## config.mk

```make
export PLATFORM = sky130hd
export DESIGN_NAME = tccad_attach
export DESIGN_NICKNAME = d
export VERILOG_FILES = /design/src/tccad_pkg.sv /design/src/tccad_attach.sv
export SDC_FILE = /design/constraint.sdc
export NUM_CORES = 1
export LEC_CHECK = 0
export ABC_AREA = 1
export BUFFER_PORTS_ARGS = -buffer_cell sky130_fd_sc_hd__buf_2
export CORE_AREA = 3 3 75 77
export CTS_CLUSTER_SIZE = 20
export DETAILED_ROUTE_END_ITERATION = 8
export DIE_AREA = 0 0 78 80
export GPL_ROUTABILITY_DRIVEN = 0
export MAX_ROUTING_LAYER = met4
export PLACE_DENSITY_LB_ADDON = 0.3
export SYNTH_ARGS = -nofsm -noshare
export SYNTH_HDL_FRONTEND = slang
export SYNTH_SLANG_ARGS = --single-unit
```

## constraint.sdc

```tcl
create_clock -name clk_in -period 2.4 [get_ports clk_in]
set_clock_uncertainty 0.05 [all_clocks]
set_input_delay 0.12 -clock clk_in [delete_from_list [all_inputs] [get_ports clk_in]]
set_output_delay 0.12 -clock clk_in [all_outputs]
set_load 0.05 [all_outputs]
```

## src/tccad_pkg.sv

```systemverilog
/*
 Constants, enumerations and state layout for the CC attach and orientation
 detection logic. Assumes analog comparators outside report per-pin levels.
*/
package tccad_pkg;

   // Timing: debounce and overvoltage shutdown
   localparam int unsigned CLK_FREQ_HZ               = 50_000_000;
   localparam int unsigned DEBOUNCE_TIME_US          = 150;
   localparam int unsigned DEBOUNCE_CYCLES           =
      DEBOUNCE_TIME_US * (CLK_FREQ_HZ / 1_000_000);
   localparam int unsigned SHUTDOWN_TIME_NS          = 20;
   localparam int unsigned SHUTDOWN_CYCLES_RAW       =
      SHUTDOWN_TIME_NS * (CLK_FREQ_HZ / 1_000_000) / 1000;
   localparam int unsigned SHUTDOWN_CYCLES           = (SHUTDOWN_CYCLES_RAW < 1) ? 1 : SHUTDOWN_CYCLES_RAW;
   localparam int unsigned DEB_W                     = 14;
   localparam logic [DEB_W-1:0] DEB_ZERO             = 14'h0000;
   localparam logic [DEB_W-1:0] DEB_ONE              = 14'h0001;

   // Comparator reference select codes
   localparam logic [1:0] REF_SRC_LOW                = 2'h0;
   localparam logic [1:0] REF_SRC_HIGH               = 2'h1;
   localparam logic [1:0] REF_SNK                    = 2'h2;

   // Pin termination classes
   typedef enum logic [1:0] {TERM_OPEN, TERM_RD, TERM_RA} tccad_term_t;

   // Attach state machine
   typedef enum logic [2:0] {
      ST_UNATTACHED, ST_SINK_ATT, ST_CABLE_SINK, ST_CABLE_ONLY, ST_SNK_WAIT, ST_SNK_ATT
   } tccad_state_t;

   // Module state apart from the partner_level register
   typedef struct packed {
      tccad_state_t      state;
      logic              orient;      // 0: pin one carries the sink
      logic [DEB_W-1:0]  deb_cnt;
      logic [2:0]        s_one_open;
      logic [2:0]        s_one_ra;
      logic [2:0]        s_two_open;
      logic [2:0]        s_two_ra;
      logic [2:0]        s_ovp;
      logic [2:0]        s_vbus;
      logic              vbus_en;
      logic              vconn_one;
      logic              vconn_two;
      logic              tx_dis;
      logic              high_level;
      logic              attached;
      logic              cable_seen;
      logic              detach_pulse;
   } tccad_regs_t;

endpackage : tccad_pkg

```

## src/tccad_attach.sv

```systemverilog
/*
 CC attach, orientation, debounce and overvoltage logic for one Type-C port.
 Assumes comparator outputs arrive asynchronously and are synchronised here;
 the analog front end applies the reference and pull terminations requested.
*/
`timescale 1ns/1ps
module tccad_attach
   import tccad_pkg::*;
(
   // Clock and reset
   input  wire logic        clk_in,
   input  wire logic        arst_n_in,
   // Role and firmware control
   input  wire logic        sink_role_in,
   input  wire logic        regulator_at_5v_in,
   input  wire logic        high_level_req_in,
   // Comparators: above open/disconnect threshold, below marked cable threshold
   input  wire logic        pin_one_above_disc_in,
   input  wire logic        pin_one_below_marked_in,
   input  wire logic        pin_two_above_disc_in,
   input  wire logic        pin_two_below_marked_in,
   input  wire logic        cc_overvoltage_in,
   input  wire logic        port_bus_power_present_in,
   input  wire logic [1:0]  partner_level_in,
   // Analog control
   output logic [1:0]       comparator_ref_out,
   output logic             pullup_enable_out,
   output logic             pullup_high_level_out,
   output logic             sink_pulldown_out,
   // Power and transmitter control
   output logic             port_bus_power_en_out,
   output logic             vconn_pin_one_out,
   output logic             vconn_pin_two_out,
   output logic             pd_tx_disable_out,
   // Status
   output logic             attached_out,
   output logic             orientation_out,
   output logic             cable_present_out,
   output logic [1:0]       partner_level_out,
   output logic             detach_event_out
);

   tccad_regs_t r;
   tccad_regs_t next_r;
   logic [1:0]  partner_level;

   // Last stage takes a new level only once the two stages before it agree
   function automatic logic settled(input logic [2:0] s, input logic old);
      settled = (s[0] == s[1]) ? s[1] : old;
   endfunction : settled

   // Termination class from comparators; Ra wins below marked threshold
   function automatic tccad_term_t classify(input logic open_lvl, input logic ra_lvl);
      if (ra_lvl) begin
         classify = TERM_RA;
      end else if (open_lvl) begin
         classify = TERM_OPEN;
      end else begin
         classify = TERM_RD;
      end
   endfunction : classify

   logic        one_open, one_ra, two_open, two_ra, ovp, vbus;
   tccad_term_t t_one, t_two;
   logic        watch_high;

   assign one_open = r.s_one_open[2];
   assign one_ra   = r.s_one_ra[2];
   assign two_open = r.s_two_open[2];
   assign two_ra   = r.s_two_ra[2];
   assign ovp      = r.s_ovp[2];
   assign vbus     = r.s_vbus[2];
   assign t_one    = classify(one_open, one_ra);
   assign t_two    = classify(two_open, two_ra);
   // Monitored pin above disconnect threshold; Ra pin counts as detach only in ST_CABLE_ONLY
   assign watch_high = r.orient ? two_open : one_open;

   // Next-state logic
   always_comb begin
      next_r = r;
      next_r.detach_pulse = 1'b0;
      // Three-stage synchronisers; logic reads only the filtered last stage
      next_r.s_one_open = {r.s_one_open[1:0], pin_one_above_disc_in};
      next_r.s_one_ra   = {r.s_one_ra[1:0], pin_one_below_marked_in};
      next_r.s_two_open = {r.s_two_open[1:0], pin_two_above_disc_in};
      next_r.s_two_ra   = {r.s_two_ra[1:0], pin_two_below_marked_in};
      next_r.s_ovp      = {r.s_ovp[1:0], cc_overvoltage_in};
      next_r.s_vbus     = {r.s_vbus[1:0], port_bus_power_present_in};
      next_r.s_one_open[2] = settled(r.s_one_open, r.s_one_open[2]);
      next_r.s_one_ra[2]   = settled(r.s_one_ra, r.s_one_ra[2]);
      next_r.s_two_open[2] = settled(r.s_two_open, r.s_two_open[2]);
      next_r.s_two_ra[2]   = settled(r.s_two_ra, r.s_two_ra[2]);
      next_r.s_ovp[2]      = settled(r.s_ovp, r.s_ovp[2]);
      next_r.s_vbus[2]     = settled(r.s_vbus, r.s_vbus[2]);

      // Pull-up level: low in sink role or until regulator reaches 5 V, then firmware's pick
      if (!regulator_at_5v_in || sink_role_in) begin
         next_r.high_level = 1'b0;
      end else begin
         next_r.high_level = high_level_req_in;
      end

      case (r.state)
         ST_UNATTACHED: begin
            // Both open: keep watching, everything off
            next_r.vbus_en   = 1'b0;
            next_r.vconn_one = 1'b0;
            next_r.vconn_two = 1'b0;
            next_r.attached  = 1'b0;
            next_r.cable_seen = 1'b0;
            next_r.deb_cnt   = DEB_ZERO;
            if (sink_role_in) begin
               next_r.state = ST_SNK_WAIT;
            end else if (t_one == TERM_RD && t_two != TERM_RD) begin
               next_r.state    = (t_two == TERM_RA) ? ST_CABLE_SINK : ST_SINK_ATT;
               next_r.orient   = 1'b0;
               next_r.vbus_en  = 1'b1;
               next_r.vconn_two = (t_two == TERM_RA) && !ovp;
               next_r.attached = 1'b1;
               next_r.cable_seen = (t_two == TERM_RA);
            end else if (t_two == TERM_RD && t_one != TERM_RD) begin
               next_r.state    = (t_one == TERM_RA) ? ST_CABLE_SINK : ST_SINK_ATT;
               next_r.orient   = 1'b1;
               next_r.vbus_en  = 1'b1;
               next_r.vconn_one = (t_one == TERM_RA) && !ovp;
               next_r.attached = 1'b1;
               next_r.cable_seen = (t_one == TERM_RA);
            end else if (t_one == TERM_RA && t_two == TERM_OPEN) begin
               next_r.state = ST_CABLE_ONLY;
               next_r.orient = 1'b1;
               next_r.cable_seen = 1'b1;
            end else if (t_two == TERM_RA && t_one == TERM_OPEN) begin
               next_r.state = ST_CABLE_ONLY;
               next_r.orient = 1'b0;
               next_r.cable_seen = 1'b1;
            end
         end
         ST_SINK_ATT, ST_CABLE_SINK: begin
            // Debounce the Rd pin rising past the disconnect threshold
            if (sink_role_in) begin
               next_r.state = ST_UNATTACHED;
            end else if (watch_high) begin
               next_r.deb_cnt = r.deb_cnt + DEB_ONE;
               if (r.deb_cnt >= DEB_W'(DEBOUNCE_CYCLES - 1)) begin
                  next_r.state = ST_UNATTACHED;
                  next_r.vbus_en = 1'b0;
                  next_r.vconn_one = 1'b0;
                  next_r.vconn_two = 1'b0;
                  next_r.attached = 1'b0;
                  next_r.deb_cnt = DEB_ZERO;
                  next_r.detach_pulse = 1'b1;
               end
            end else begin
               next_r.deb_cnt = DEB_ZERO;
            end
         end
         ST_CABLE_ONLY: begin
            // Open pin watched for sink, Ra pin for cable removal
            next_r.vbus_en = 1'b0;
            next_r.vconn_one = 1'b0;
            next_r.vconn_two = 1'b0;
            if (sink_role_in || (r.orient ? !one_ra : !two_ra)) begin
               next_r.state = ST_UNATTACHED;
               next_r.cable_seen = 1'b0;
               next_r.detach_pulse = 1'b1;
            end else if ((r.orient ? t_two : t_one) == TERM_RD) begin
               next_r.state = ST_CABLE_SINK;
               next_r.vbus_en = 1'b1;
               next_r.vconn_one = r.orient && !ovp;
               next_r.vconn_two = !r.orient && !ovp;
               next_r.attached = 1'b1;
               next_r.orient = r.orient;
            end
         end
         ST_SNK_WAIT: begin
            // Sink: attach by bus voltage only
            if (!sink_role_in) begin
               next_r.state = ST_UNATTACHED;
            end else if (vbus) begin
               next_r.state = ST_SNK_ATT;
               next_r.attached = 1'b1;
               next_r.orient = !one_open && two_open;
            end
         end
         ST_SNK_ATT: begin
            if (!vbus || !sink_role_in) begin
               next_r.state = ST_UNATTACHED;
               next_r.attached = 1'b0;
               next_r.detach_pulse = 1'b1;
            end
         end
         default: begin
            next_r.state = ST_UNATTACHED;
         end
      endcase

      // Overvoltage overrides VCONN and transmitter in the same cycle it settles
      next_r.tx_dis = ovp;
      if (ovp) begin
         next_r.vconn_one = 1'b0;
         next_r.vconn_two = 1'b0;
      end
   end

   // State register
   always_ff @(posedge clk_in or negedge arst_n_in) begin
      if (!arst_n_in) begin
         r <= '{state: ST_UNATTACHED, default: '0};
      end else begin
         r <= next_r;
      end
   end

   // Partner advertisement captured while attached as sink
   always_ff @(posedge clk_in or negedge arst_n_in) begin
      if (!arst_n_in) begin
         partner_level <= 2'h0;
      end else if (r.state == ST_SNK_ATT) begin
         partner_level <= partner_level_in;
      end else begin
         partner_level <= 2'h0;
      end
   end

   // Outputs; overvoltage also gates VCONN combinationally for fast shutdown
   assign comparator_ref_out    = sink_role_in ? REF_SNK :
                                  (r.high_level ? REF_SRC_HIGH : REF_SRC_LOW);
   assign pullup_enable_out     = !sink_role_in;
   assign pullup_high_level_out = r.high_level;
   assign sink_pulldown_out     = sink_role_in;
   assign port_bus_power_en_out = r.vbus_en;
   assign vconn_pin_one_out     = r.vconn_one && !ovp;
   assign vconn_pin_two_out     = r.vconn_two && !ovp;
   assign pd_tx_disable_out     = r.tx_dis | ovp;
   assign attached_out          = r.attached;
   assign orientation_out       = r.orient;
   assign cable_present_out     = r.cable_seen;
   assign partner_level_out     = partner_level;
   assign detach_event_out      = r.detach_pulse;

endmodule : tccad_attach

```

# == Word level (Yosys, flattened, before mapping) ==
# Index checks and enable logic that the tools add are counted.
# totals
register_bits,46
in_bits,13
out_inout_bits,15
word_cells,171
# op_classes
addsub,1
n_lt_le_gt_ge,1
n_eq_ne,37
mux,67
bitwise,2
reduce_logical,39
# ops
op,count
$mux W14,3
$mux W3,11
$mux W1,28
$pmux W14 S2,1
$mux W2,12
$mux W4,6
$ne A3 B3 Y1 const B,7
$ne A2 B2 Y1 const B,10
$pmux W3 S5,1
$add A14 B1 Y14 const B,1
$ge A14 B13 Y1 const B,1
$reduce_and A6 Y1,2
$logic_and A1 B1 Y1,11
$pmux W3 S3,1
$reduce_and A9 Y1,1
$logic_not A1 Y1,8
$reduce_and A4 Y1,2
$eq A1 B1 Y1,6
$eq A2 B1 Y1 const B,3
$eq A3 B2 Y1 const B,2
$eq A3 B3 Y1 const B,2
$ne A6 B6 Y1 const B,1
$pmux W1 S3,2
$reduce_bool A2 Y1,3
other kinds (16),22

# == Depth between registers and ports, before layout ==
# logic_depth
depth_word,10
depth_mapped,11
ltp_nobuf,11

# == Worst setup path before layout ==
# OpenSTA, ideal clock, no wires.
# synth_path
path_type,flip-flop to flip-flop
startpoint,"register r, in the netlist orientation_out"
endpoint,"register r, in the netlist port_bus_power_en_out"
setup_time_ps,122
arrival_ps,1584
t_required_ps,2228
setup_slack_ps,644
path_stages_with_launch,8
path_buffers,0
period_less_slack_ps,1756
path_cell_list,dfrtp_1 -> nand2_1 -> nand2_1 -> nand2_1 -> a21oi_1 -> nand2_1 -> nand2_1 -> o21ai_1
# synth_between
elab_chain_cells,5
word_cells_on_any_way,10
classes_between,eq/ne: 2; mux: 6; reduce/logical: 2
# synth_lines
element,line,text
from (decl),tccad_attach.sv:43,tccad_regs_t r;
from (signal assigned),tccad_attach.sv:210,r <= next_r;
$mux W2,tccad_attach.sv:166,end else if ((r.orient ? t_two : t_one) == TERM_RD) begin
$eq A2 B1 Y1,tccad_attach.sv:166,
$mux W3,tccad_attach.sv:166,
$mux W3,tccad_attach.sv:162,if (sink_role_in || (r.orient ? !one_ra : !two_ra)) begin
$pmux W3 S3,tccad_attach.sv:103,case (r.state)
# Several ways; a longest one is shown, not always the timed one.
# A chain may end at the register's enable or synchronous reset.

# == Final worst setup path ==
# layout_path
startpoint,"register r, in the netlist one_ra"
endpoint,"register r, in the netlist attached_out"
# layout_between
elab_chain_cells,7
word_cells_on_any_way,17
classes_between,eq/ne: 5; mux: 7; reduce/logical: 5
# layout_lines
element,line,text
$mux W2,tccad_attach.sv:54,if (ra_lvl) begin
$ne A2 B1 Y1,tccad_attach.sv:121,end else if (t_two == TERM_RD && t_one != TERM_RD) begin
$logic_and A1 B1 Y1,tccad_attach.sv:121,
$mux W1,tccad_attach.sv:121,
$mux W2,tccad_attach.sv:114,end else if (t_one == TERM_RD && t_two != TERM_RD) begin
$mux W2,tccad_attach.sv:112,if (sink_role_in) begin
$pmux W1 S5,tccad_attach.sv:103,
# Several ways; a longest one is shown, not always the timed one.

==> flow_summary.ini <==
[routing]
dr_total_vias = 2198
post_drt_wl_per_cell_um = 11.78
drt_iter0_drc = 161
drc_errors = 0
drt_wl_total_mm = 5.194
dr.pass1.iters = 5
drt.antenna.violating_nets = 0
routed_via_density = 4.984

[synth]
synth_mux_area_frac = 0
ys_types = 29
syn-num-nets = 350
synthSimpleGateAreaFrac = 0.3572
ys_async_sr_fraction = 1.000
synthTopCellsByArea = dfrtp_1 46%, nand2_1 14%, nor2_1 7.9%
synth_top_family_by_area = simple AND/OR/NAND/NOR gates
synth_top_area_frac = 0.4570
syn_inst = 334
ys_seq_area_frac = 0.4570
synth_xor_area_frac = 0.01043
avgSynthCellArea_sq_um = 7.541
synth.cell_area_sq_mm = 0.002519
synth_fa_ha_area_frac = 0.03875
yosysTopAreaCell = dfrtp_1
yosys_register_bits = 46
ys.flop_type = dfrtp_1
synth_edf_count = 0
synth_compound_area_frac = 0.05266
yosys_warnings = 0

[clock_network]
ctsRootBufferMaster = clkbuf_8
clock_sinks = 46
clkLatencyLatePin_ps = 300
cts_buffers = 5
clk_path_buf_depth = 2
postCtsSetupRepairBufs = 0
cts_tree = yes
cts_max_level = 2
clk_pin_slew_ps = 80

[critical_path]
worstSetupEndpointType = flip-flop
crit_fanout = 5
crit_path_cell_trace = nor2_1, inv_1, ha_1, or2_2, o21ai_0, nand3_1, nand2_1
cp_top_family = simple AND/OR/NAND/NOR gates
worst-path-buf-inv = 1
crit_type = reg2reg
rrSetupSlack_ps = 520
cp.required_ps = 2580
cp.arrival_ps = 2060
slowest_stage = dfrtp_1
cp-start-kind = flip-flop
slowest_delay_ps = 450

[placed_design]
dp_slack_ps = 578.5
dp_hpwl_mm = 3.812
port_buffers = 27

[outcome]
status = complete, no violations

[flow_run]
cap_violations = 0

[timing]
rsz0062_at_grt = no
setup_tns_ps = 0
setup_viol = 0
max_freq_mhz = 533.2
hold_ws_ps = 101.3
fin_crit_sh = 0.7815
layout_setup_ws_ps = 524.4
finalHoldViolations = 0
tightestPinTransition_ps = 1002
max-slew-margin-rel = 0.3323
drv_slew = 0
period_needed_ps = 1876

[die]
core_area_sq_mm = 0.005075
die_w_um = 78
die_area_sq_mm = 0.006240
start_util = 0.4963
dieHeight_um = 80
ioPinCount = 28
rows = 26

[pwr]
ir_drop_uv = 461.5
p_per_area_mw_per_mm2 = 868.0
power_leakage_nw = 1.447
total_power_mw = 2.494

[finish]
diodes = 0
drive_above_1_share = 0.1267
nNetsFinal = 388
syn2layout_area_growth_pct = 14.06

[global_routing]
grt_pass1_wl_mm = 9.404
grt_max_degree = 47
antenna_found_initial = 0
grtUsageTotal = 0.1930
grt_pass1_vias = 2143
grt.overflow.total = 0

[hold_path]
holdCritPathClass = in2reg
## cells in the mapped netlist (2+ instances only)
cell      count
nand2_1      95
nor2_1       53
dfrtp_1      46
inv_1        37
nand3_1      30
nand4_1      14
a21oi_1       9
o21ai_0       7
maj3_1        6
nand2_2       4
o21ai_1       4
buf_4         3
buf_6         3
ha_1          3
a21oi_2       2
inv_2         2
o211ai_1      2
or2_2         2
xor2_1        2
## metal layers
metal	GRT usage	vias up	part of all wire
met5	-	-	0
met4	0.07343	0	0.018
met3	0.04402	11	0.056
met2	0.3125	56	0.47
met1	0.2367	989	0.46
li1	-	1142	-
## report_power, final
| part | internal [mW] | switching [mW] | total (mW) |
|---|---|---|---|
| Clock | 0.222 | 0.239 | 0.461 |
| Combinational | 0.283 | 0.781 | 1.06 |
| Sequential | 0.867 | 0.101 | 0.968 |
| Total | 1.37 | 1.12 | 2.49 |
## repair_timing
action	CTS	global route
hold buffers	11	0
gates resized for setup	0	0
hold endpoints to repair	55	0
## final timing paths
path	to	cells past startpoint	startpoint
setup / recovery	attached_out$_DFFE_PN0P_	7	one_ra$_DFFE_PN0N_
hold / removal	pullup_high_level_out$_DFF_PN0_	2	sink_role_in
setup reg to reg	attached_out$_DFFE_PN0P_	7	one_ra$_DFFE_PN0N_
hold reg to reg	r[15]$_DFF_PN0_	0	next_r[15]$_DFF_PN0_
max in group asynchronous	r[12]$_DFF_PN0_	2	arst_n_in
min in group asynchronous	r[36]$_DFFE_PN0P_	2	arst_n_in
## cell families (layout without fill, tap and decap cells)
family / Yosys count / count (layout)
flops: 46 / 46
fa+ha+maj: 9 / 9
xor+xnor: 3 / 3
buf+inv: 47 / 84
compound gates: 24 / 24
simple gates: 205 / 205
## layout make-up
cell class / count / area (sq um)
fillers: 483 / 2202
multi-input cells: 241 / 1156
flip-flops and latches: 46 / 1151
clock buffers: 6 / 82.58
well taps: 70 / 87.58
inverters: 40 / 150.1
repair buffers: 38 / 245.2
## stage by stage
step | area [sq um] | cells | utilization
after CTS | 2873 | 441 | 0.5661
after floorplan | 2519 | 334 | -
after detailed placement | 2680 | 424 | 0.5281
after global routing | 2873 | 441 | 0.5661
after global placement | 2680 | 424 | 0.5281
final | 2873 | 441 | 0.5661
## sequential cells by signal (all words and copies together), names as in the netlist
name                   flops
partner_level_out          2
cable_present_out          1
next_r                     7
attached_out               1
orientation_out            1
one_ra                     1
detach_event_out           1
pullup_high_level_out      1
one_open                   1
r                         29
port_bus_power_en_out      1
## cells in the final DEF (no fill, tap or decap), drive strengths merged
cell and instances:
or2 2, buf 27, nand2 100, nand3 30, nor3 1, clkinv 1
xnor2 1, inv 39, nor2 56, ha 3, clkbuf 6, nor3b 1
nand4 14, o211ai 2, a21oi 11, dfrtp 46, nand3b 1, xor2 2
dlygate4sd3 11, maj3 6, o21ai 11
Power figures use the tool's default switching activity.
